==> config.mk <==
export PLATFORM = sky130hd
export DESIGN_NAME = core_exc_unit
export DESIGN_NICKNAME = d
export VERILOG_FILES = /design/src/rtl/core_exc_pkg.sv /design/src/rtl/pin_sync.sv /design/src/rtl/core_exc_unit.sv
export VERILOG_INCLUDE_DIRS = /design/src /design/src/rtl
export SDC_FILE = /design/constraint.sdc
export NUM_CORES = 1
export LEC_CHECK = 0
export ABC_CLOCK_PERIOD_IN_PS = 2000
export BUFFER_PORTS_ARGS = -buffer_cell sky130_fd_sc_hd__buf_4
export CAP_MARGIN = 20
export CORE_AREA = 4 4 125 127
export CTS_CLUSTER_DIAMETER = 80
export DETAILED_ROUTE_END_ITERATION = 10
export DIE_AREA = 0 0 129 131
export HOLD_SLACK_MARGIN = 0.08
export PLACE_DENSITY = 0.72
export SETUP_SLACK_MARGIN = 0.02
export SLEW_MARGIN = 0
export SYNTH_ARGS = -nofsm -noshare
export SYNTH_HDL_FRONTEND = slang
export SYNTH_SLANG_ARGS = --single-unit
==> constraint.sdc <==
create_clock -name clk_in -period 2 [get_ports clk_in]
set_input_delay 0.1 -clock clk_in [delete_from_list [all_inputs] [get_ports clk_in]]
set_output_delay 0.1 -clock clk_in [all_outputs]
set_load 0.005 [all_outputs]
==> src/rtl/core_exc_regs.svh <==
// What this block does
// - Interrupts stay blocked until the instruction after interrupt enable completes.
// - Stop-clock, flush or management service inside the shadow keeps interrupts blocked.
// - Flag-pop and interrupt-return in legacy mode with privilege below 3 trap, no stack.
// - Stack breakpoint never fires when those instructions trap without touching the stack.
// - Fault address holds page fault address; both control registers survive interrupts.
// - Eight-byte compare uses high and low accumulator against the memory operand.
// - Eight-byte compare accepts only a memory destination; register destination is invalid.
// - Register destination raises invalid opcode, abandons instruction, enters its handler.
// - Locked invalid compare still enters invalid opcode handler, never stalls bus locked.
// - Locked invalid compare checks descriptor entry 6 page; not writeable gives page fault.
// - That page fault is serviced before invalid opcode, so no bus lock arises.
//
// Purpose: constants of the core exception unit
// Assumes: included by rtl files by bare name
// Notes:   definitions only
`ifndef CORE_EXC_REGS_SVH
`define CORE_EXC_REGS_SVH

`define CEX_PRIV_FULL 2'h3
`define CEX_FAULT_ADDR_RST 32'h0000_0000
`define CEX_EXT_CTRL_RST 32'h0000_0000
`define CEX_INVALID_OPCODE_VEC 32'h0000_0006
`define CEX_GATE_BYTES 32'h0000_0008
`define CEX_SYNC_STAGES 3

`endif

==> src/rtl/core_exc_pkg.sv <==
// Purpose: types of the core exception unit
// Assumes: nothing
// Notes:   instruction classes come from the decoder
package core_exc_pkg;

   typedef enum logic [3:0]
   {
      INSTR_OTHER = 4'h0,
      INSTR_SET_IF = 4'h1,
      INSTR_CLEAR_IF = 4'h2,
      INSTR_POP_FLAGS = 4'h3,
      INSTR_INT_RETURN = 4'h4,
      INSTR_CMPX8 = 4'h5,
      INSTR_RESUME_MGMT = 4'h6
   } instr_class_type;

   typedef enum logic [1:0]
   {
      MODE_NORMAL = 2'b01,
      MODE_MGMT = 2'b10
   } mode_type;

endpackage : core_exc_pkg

==> src/rtl/pin_sync.sv <==
// Purpose: three-stage pin synchroniser with agreement filter
// Assumes: inputs asynchronous to clk_in
// Notes:   output changes once stages two and three agree
`timescale 1ns/1ns
`default_nettype none
module pin_sync
#(
   parameter int WIDTH = 1
)
(
   // Clock and reset
   input wire logic clk_in,
   input wire logic resetn_in,
   // Pins
   input wire logic [WIDTH-1:0] pin_in,
   output logic [WIDTH-1:0] level_out
);

   logic [WIDTH-1:0] stage1;
   logic [WIDTH-1:0] stage2;
   logic [WIDTH-1:0] stage3;

   always_ff @(posedge clk_in)
   begin
      if (!resetn_in)
      begin
         stage1 <= '0;
         stage2 <= '0;
         stage3 <= '0;
      end
      else
      begin
         stage1 <= pin_in;
         stage2 <= stage1;
         stage3 <= stage2;
      end
   end

   // Per bit: accept only where stages two and three agree
   always_ff @(posedge clk_in)
   begin
      if (!resetn_in)
         level_out <= '0;
      else
         level_out <= (stage2 & stage3) | (level_out & (stage2 | stage3));
   end

endmodule : pin_sync
`default_nettype wire

==> src/rtl/core_exc_unit.sv <==
// Purpose: interrupt recognition and exception dispatch at instruction boundaries
// Assumes: exec_in pulses once per instruction with its decode; answers one cycle later
// Notes:   each exec_in marks the boundary after that instruction
`timescale 1ns/1ns
`default_nettype none
`include "core_exc_regs.svh"
module core_exc_unit
   import core_exc_pkg::*;
#(
   parameter int AW = 32
)
(
   // Clock and reset
   input wire logic clk_in,
   input wire logic resetn_in,
   // Instruction from decoder
   input wire logic exec_in,
   input wire logic [3:0] instr_class_in,
   input wire logic dest_is_reg_in,
   input wire logic bus_lock_prefix_in,
   input wire logic legacy_real_emulation_mode_in,
   input wire logic [1:0] io_privilege_level_in,
   // Operands
   input wire logic [31:0] acc_high_reg_in,
   input wire logic [31:0] acc_low_reg_in,
   input wire logic [63:0] mem_value_in,
   // Paging
   input wire logic [AW-1:0] descr_table_base_in,
   input wire logic descr_entry6_writeable_in,
   input wire logic mmu_page_fault_in,
   input wire logic [AW-1:0] mmu_fault_addr_in,
   // Stack breakpoint
   input wire logic stack_bp_armed_in,
   // Control register writes from software
   input wire logic fault_addr_write_in,
   input wire logic ext_ctrl_write_in,
   input wire logic [31:0] ctrl_wdata_in,
   // Pins
   input wire logic ext_irq_in,
   input wire logic stop_clock_request_in,
   input wire logic cache_flush_request_in,
   input wire logic mgmt_interrupt_request_in,
   // Outcome
   output logic done_out,
   output logic general_protection_fault_out,
   output logic invalid_opcode_out,
   output logic page_fault_out,
   output logic stack_access_out,
   output logic data_bp_out,
   output logic bus_lock_out,
   output logic cmp_equal_out,
   // Boundary events
   output logic irq_take_out,
   output logic stop_grant_out,
   output logic flush_service_out,
   output logic mgmt_entry_out,
   output logic mgmt_mode_out,
   output logic shadow_out,
   // Control registers
   output logic [AW-1:0] fault_address_reg_out,
   output logic [31:0] extension_control_reg_out
);

   // ----------------------------------------
   // Pin synchronisers
   // ----------------------------------------
   logic [3:0] pins;

   pin_sync #(.WIDTH(4)) u_sync
   (
      .clk_in(clk_in),
      .resetn_in(resetn_in),
      .pin_in({ext_irq_in, stop_clock_request_in, cache_flush_request_in,
               mgmt_interrupt_request_in}),
      .level_out(pins)
   );

   logic irq_lvl;
   logic stop_lvl;
   logic flush_lvl;
   logic mgmt_lvl;
   assign irq_lvl = pins[3];
   assign stop_lvl = pins[2];
   assign flush_lvl = pins[1];
   assign mgmt_lvl = pins[0];

   // ----------------------------------------
   // Decode
   // ----------------------------------------
   function automatic logic [AW-1:0] gate_addr(input logic [AW-1:0] base,
                                              input logic [31:0] vec);
      gate_addr = base + AW'(vec * `CEX_GATE_BYTES);
   endfunction : gate_addr

   instr_class_type cls;
   assign cls = instr_class_type'(instr_class_in);

   logic is_stack_op;
   logic trap_prot;
   logic cmpx_reg;
   logic cmpx_pf;
   logic svc_any;
   mode_type mode;
   logic if_flag;
   assign is_stack_op = (cls == INSTR_POP_FLAGS) || (cls == INSTR_INT_RETURN);
   assign trap_prot = is_stack_op && legacy_real_emulation_mode_in &&
                      (io_privilege_level_in < `CEX_PRIV_FULL);
   assign cmpx_reg = (cls == INSTR_CMPX8) && dest_is_reg_in;
   assign cmpx_pf = cmpx_reg && bus_lock_prefix_in && !descr_entry6_writeable_in;
   assign svc_any = (mode == MODE_NORMAL) && (mgmt_lvl || flush_lvl || stop_lvl);

   // ----------------------------------------
   // Instruction outcome
   // ----------------------------------------
   always_ff @(posedge clk_in)
   begin
      if (!resetn_in)
      begin
         done_out <= 1'b0;
         general_protection_fault_out <= 1'b0;
         invalid_opcode_out <= 1'b0;
         page_fault_out <= 1'b0;
         stack_access_out <= 1'b0;
         data_bp_out <= 1'b0;
         bus_lock_out <= 1'b0;
         cmp_equal_out <= 1'b0;
      end
      else
      begin
         done_out <= exec_in && !trap_prot && !cmpx_reg && !mmu_page_fault_in;
         general_protection_fault_out <= exec_in && trap_prot;
         // Page fault outranks invalid opcode so the lock never forms
         invalid_opcode_out <= exec_in && cmpx_reg && !cmpx_pf;
         page_fault_out <= exec_in && (cmpx_pf || (mmu_page_fault_in && !cmpx_reg));
         stack_access_out <= exec_in && is_stack_op && !trap_prot && !mmu_page_fault_in;
         // Breakpoint follows real stack traffic only, never the trap
         data_bp_out <= exec_in && is_stack_op && !trap_prot && !mmu_page_fault_in &&
                        stack_bp_armed_in;
         // Lock only for a valid memory destination
         bus_lock_out <= exec_in && (cls == INSTR_CMPX8) && !dest_is_reg_in &&
                         bus_lock_prefix_in && !mmu_page_fault_in;
         if (exec_in && (cls == INSTR_CMPX8) && !dest_is_reg_in)
            cmp_equal_out <= ({acc_high_reg_in, acc_low_reg_in} == mem_value_in);
      end
   end

   // ----------------------------------------
   // Control registers
   // ----------------------------------------
   // Only page faults and software writes touch these; interrupts, breakpoints
   // and management exit leave them alone, so a management handler must restore
   always_ff @(posedge clk_in)
   begin
      if (!resetn_in)
         fault_address_reg_out <= AW'(`CEX_FAULT_ADDR_RST);
      else if (exec_in && cmpx_pf)
         fault_address_reg_out <= gate_addr(descr_table_base_in, `CEX_INVALID_OPCODE_VEC);
      else if (exec_in && mmu_page_fault_in && !cmpx_reg)
         fault_address_reg_out <= mmu_fault_addr_in;
      else if (fault_addr_write_in)
         fault_address_reg_out <= AW'(ctrl_wdata_in);
   end

   always_ff @(posedge clk_in)
   begin
      if (!resetn_in)
         extension_control_reg_out <= `CEX_EXT_CTRL_RST;
      else if (ext_ctrl_write_in)
         extension_control_reg_out <= ctrl_wdata_in;
   end

   // ----------------------------------------
   // Interrupt shadow and flag
   // ----------------------------------------
   logic next_shadow;
   logic take_now;
   // Shadow changes only on executed instructions, never on service events
   assign next_shadow = exec_in ? (cls == INSTR_SET_IF) : shadow_out;
   // Boundary after the interrupt-enable instruction stays closed
   assign take_now = exec_in && if_flag && irq_lvl && !svc_any && (mode == MODE_NORMAL) &&
                     (cls != INSTR_SET_IF) && (cls != INSTR_CLEAR_IF);

   always_ff @(posedge clk_in)
   begin
      if (!resetn_in)
         shadow_out <= 1'b0;
      else
         shadow_out <= next_shadow;
   end

   always_ff @(posedge clk_in)
   begin
      if (!resetn_in)
         if_flag <= 1'b0;
      else if (take_now)
         if_flag <= 1'b0;
      else if (exec_in && (cls == INSTR_SET_IF))
         if_flag <= 1'b1;
      else if (exec_in && (cls == INSTR_CLEAR_IF))
         if_flag <= 1'b0;
   end

   always_ff @(posedge clk_in)
   begin
      if (!resetn_in)
         irq_take_out <= 1'b0;
      else
         irq_take_out <= take_now;
   end

   // ----------------------------------------
   // Boundary services and management mode
   // ----------------------------------------
   always_ff @(posedge clk_in)
   begin
      if (!resetn_in)
      begin
         mgmt_entry_out <= 1'b0;
         flush_service_out <= 1'b0;
         stop_grant_out <= 1'b0;
      end
      else
      begin
         mgmt_entry_out <= exec_in && svc_any && mgmt_lvl;
         flush_service_out <= exec_in && svc_any && !mgmt_lvl && flush_lvl;
         stop_grant_out <= exec_in && svc_any && !mgmt_lvl && !flush_lvl;
      end
   end

   always_ff @(posedge clk_in)
   begin
      if (!resetn_in)
         mode <= MODE_NORMAL;
      else
      begin
         case (mode)
            MODE_NORMAL:
               if (exec_in && svc_any && mgmt_lvl)
                  mode <= MODE_MGMT;
            MODE_MGMT:
               if (exec_in && (cls == INSTR_RESUME_MGMT))
                  mode <= MODE_NORMAL;
            default:
               mode <= MODE_NORMAL;
         endcase
      end
   end

   always_ff @(posedge clk_in)
   begin
      if (!resetn_in)
         mgmt_mode_out <= 1'b0;
      else
         mgmt_mode_out <= (mode == MODE_MGMT);
   end
endmodule : core_exc_unit
`default_nettype wire

==> reports/metrics.cfg <==
[outcome]
status=complete, no violations

[pwr]
leakage_nw=3.91
power_density_nw_per_um2=587
total_power_w=0.00509
ir_worst_vdd_mv=0.506

[layout]
syn_to_final_growth_pct=68.9
fillCellCount=1285
nets=1211
drive_above_1_share=0.378
diodes=0
fin_util=0.601

[clock_network]
cts_buffer_depth=2
clock_latency_ns=0.35
cts_max_level=3
cts.root.buffer_cell=clkbuf_16
cts_sinks=97
cts_setup_buffers=0
cts_tree=built
numCtsBuffers=9
path_clk_slew_ns=0.08

[sta]
whs_ns=0.0997
fin_tns_setup_ns=0
worstMarginPinSlew_ns=0.631
setup_ws_ns=0.127
worst_clock_skew_ns=0.00144
min_period_ns=1.87
fmax_mhz=534
rsz0062_at_grt=true
finalHoldViolations=0
drv_slew=0
finalSetupViolCount=0
post-route-period-util=0.937
relSlewSlack=0.579

[global_routing]
grt_pass1_vias=5745
grt_pass1_wl_mm=30.8
grt_antenna_before_repair=0
grt_max_degree=35
grt_overflow_total=0
track_usage=0.235

[critical_path]
max_stage_delay_ns=0.54
cp.depth=8
cp_top_family=buffers and inverters
reg2reg_to=if_flag
cp-startpoint=instr_class_in[1]
cp-start-kind=input port
cp.required_ns=2.26
crit_path_max_fanout=11
critPathBufInv=3
worstPathArrival_ns=2.14
crit_top_cell=buf_4
crit_slowest_cell=dlygate4sd3_1
crit_end=fault_address_reg_out[29]
r2r-start=mode[0]
critPathKind=in2reg
r2r_slack_ns=0.71
endpoint_kind=flop
r2r_cells=4
path_cells=dlygate4sd3_1, buf_4, and4bb_2, a21boi_4, buf_4, nor3_1, o21a_1, a211oi_1

[synthesis]
synth_top_area_share=0.378
synth-seq-cells=97
synth_fa_ha_area_frac=0.00244
yosys-top-cells-count=dfxtp_1 (97), xnor2_1 (62), nor2_1 (53)
synth_most_common_cell=dfxtp_1
synth_top_area_cell=dfxtp_1
synthSimpleGateAreaFrac=0.214
postSynth.asyncResetShare=0
syn_inst=597
synth_top_family_by_area=simple AND/OR/NAND/NOR gates
synth_nets=843
synth_xor_area_frac=0.143
seq_area_frac_synth=0.378
synthFlopType=dfxtp_1
synth_mux_area_frac=0.0702
synth_compound_area_frac=0.155
synth_area_leaders=dfxtp_1 (38%), xnor2_1 (11%), mux2i_1 (7.0%), nor2_1 (3.9%), xor2_1 (3.8%)
synth.avg_cell_area_um2=8.60
synth_warnings=0
synth-edff-count=0
yosysUniqueCellTypes=54
syn_area_um2=5130

[routing]
ant_nets=0
drt-wirelength-per-cell_um=18.2
vias_per_cell=5.12
remaining_drc_errors=0
wirelength_mm=21.1
vias=5907
drt_first_pass_iters=5
drt-initial-drc-count=303

[placed_design]
gp_congestion=0.896
post-place-ws_ns=0.0788
numPortBuffers=322
hpwl_mm=16.3

[min_path]
hold_path_class=in2reg

[die]
start_util=0.356
dieWidth_um=129
die_h_um=131
pin_count=323
die_area_um2=16900
rows=44
core_um2=14400

[job]
maxCapViolations=0

## worst register-to-register path, stage by stage (launching register included)
cell and delay [ns]:
dfxtp_1 0.32, nor2b_1 0.24, o31a_1 0.23, nor3_1 0.07, a2111oi_0 0.30
## kinds of logic after synthesis
logic type,after synthesis
and+or+nand+nor,208
AOI/OAI and AO/OA,123
DFF,97
xor gates and xnor gates,84
buffers and inverters,48
muxes,36
adders and majority gates,1
## worst min-delay path by stage
stage,start,endpoint,slack [ns],cells after the start
2_1_floorplan,mmu_page_fault_in,bus_lock_out,0.18,1
3_3_place_gp,ext_irq_in,u_sync.stage1[3],0.31,2
3_5_place_dp,cache_flush_request_in,u_sync.stage1[1],0.31,2
4_1_cts,mmu_fault_addr_in[0],fault_address_reg_out[0],0.09,4
5_1_grt,mmu_fault_addr_in[20],fault_address_reg_out[20],0.1,3
6_report,instr_class_in[3],shadow_out,0.1,4
## cells in the final DEF, fill, tap and decap left out, types with 7 or more instances in the layout
cell / instances
nand3_1: 20
a22o_1: 9
xnor2_1: 62
nor3_1: 14
clkbuf_16: 10
nor2_1: 53
and2_1: 16
nand2_1: 32
buf_4: 335
nand4_1: 23
nor4_1: 12
a31oi_1: 8
xor2_1: 22
mux2i_1: 36
o21ai_0: 38
inv_1: 14
a211oi_1: 8
dfxtp_1: 97
o22ai_1: 7
dlygate4sd3_1: 49
a21oi_1: 27
## where the power goes
group          switching [W]  leakage, nW  internal (W)
Clock               0.000879        0.150      0.000899
Combinational       0.000492         2.96      0.000728
Sequential         0.0000559        0.798       0.00203
Total                0.00143         3.91       0.00366
## registers in the layout, indices dropped and copies added, names as in the netlist, 2 cells and up
register	flops
extension_control_reg_out	32
fault_address_reg_out	32
u_sync.level_out	4
mode	2
u_sync.stage1	4
u_sync.stage3	4
u_sync.stage2	4
## layer usage
metal | vias to the layer above | track usage | share of wire
met1 | 2705 | 0.274 | 0.38
met5 | - | 0 | 0
li1 | 2871 | - | -
met4 | 0 | 0.0784 | 0.021
met2 | 297 | 0.418 | 0.50
met3 | 34 | 0.0622 | 0.096
## cell type report
type / instances / area [µm²] / area share
repair buffers: 390 / 3110 / 0.359
clock buffers: 9 / 225 / 0.0260
inverters: 15 / 56.3 / 0.00650
flip-flops and latches: 97 / 1940 / 0.224
well taps: 184 / 230 / 0.0266
multi-input cells: 452 / 3020 / 0.348
clock inverters: 7 / 81.3 / 0.00938
## metrics by stage
stage	cell area (µm²)	instances
floorplan	5130	597
global placement	7830	1088
detailed placement	7830	1088
CTS	8630	1153
global route	8670	1154
finish	8670	1154
## what timing repair did
action                     4_1_cts  5_1_grt
hold buffers                    49        0
setup endpoints to repair        0        7
resized for setup                0        5
hold endpoints to repair        51        0
Note: power is estimated with default switching activity, not from simulation.
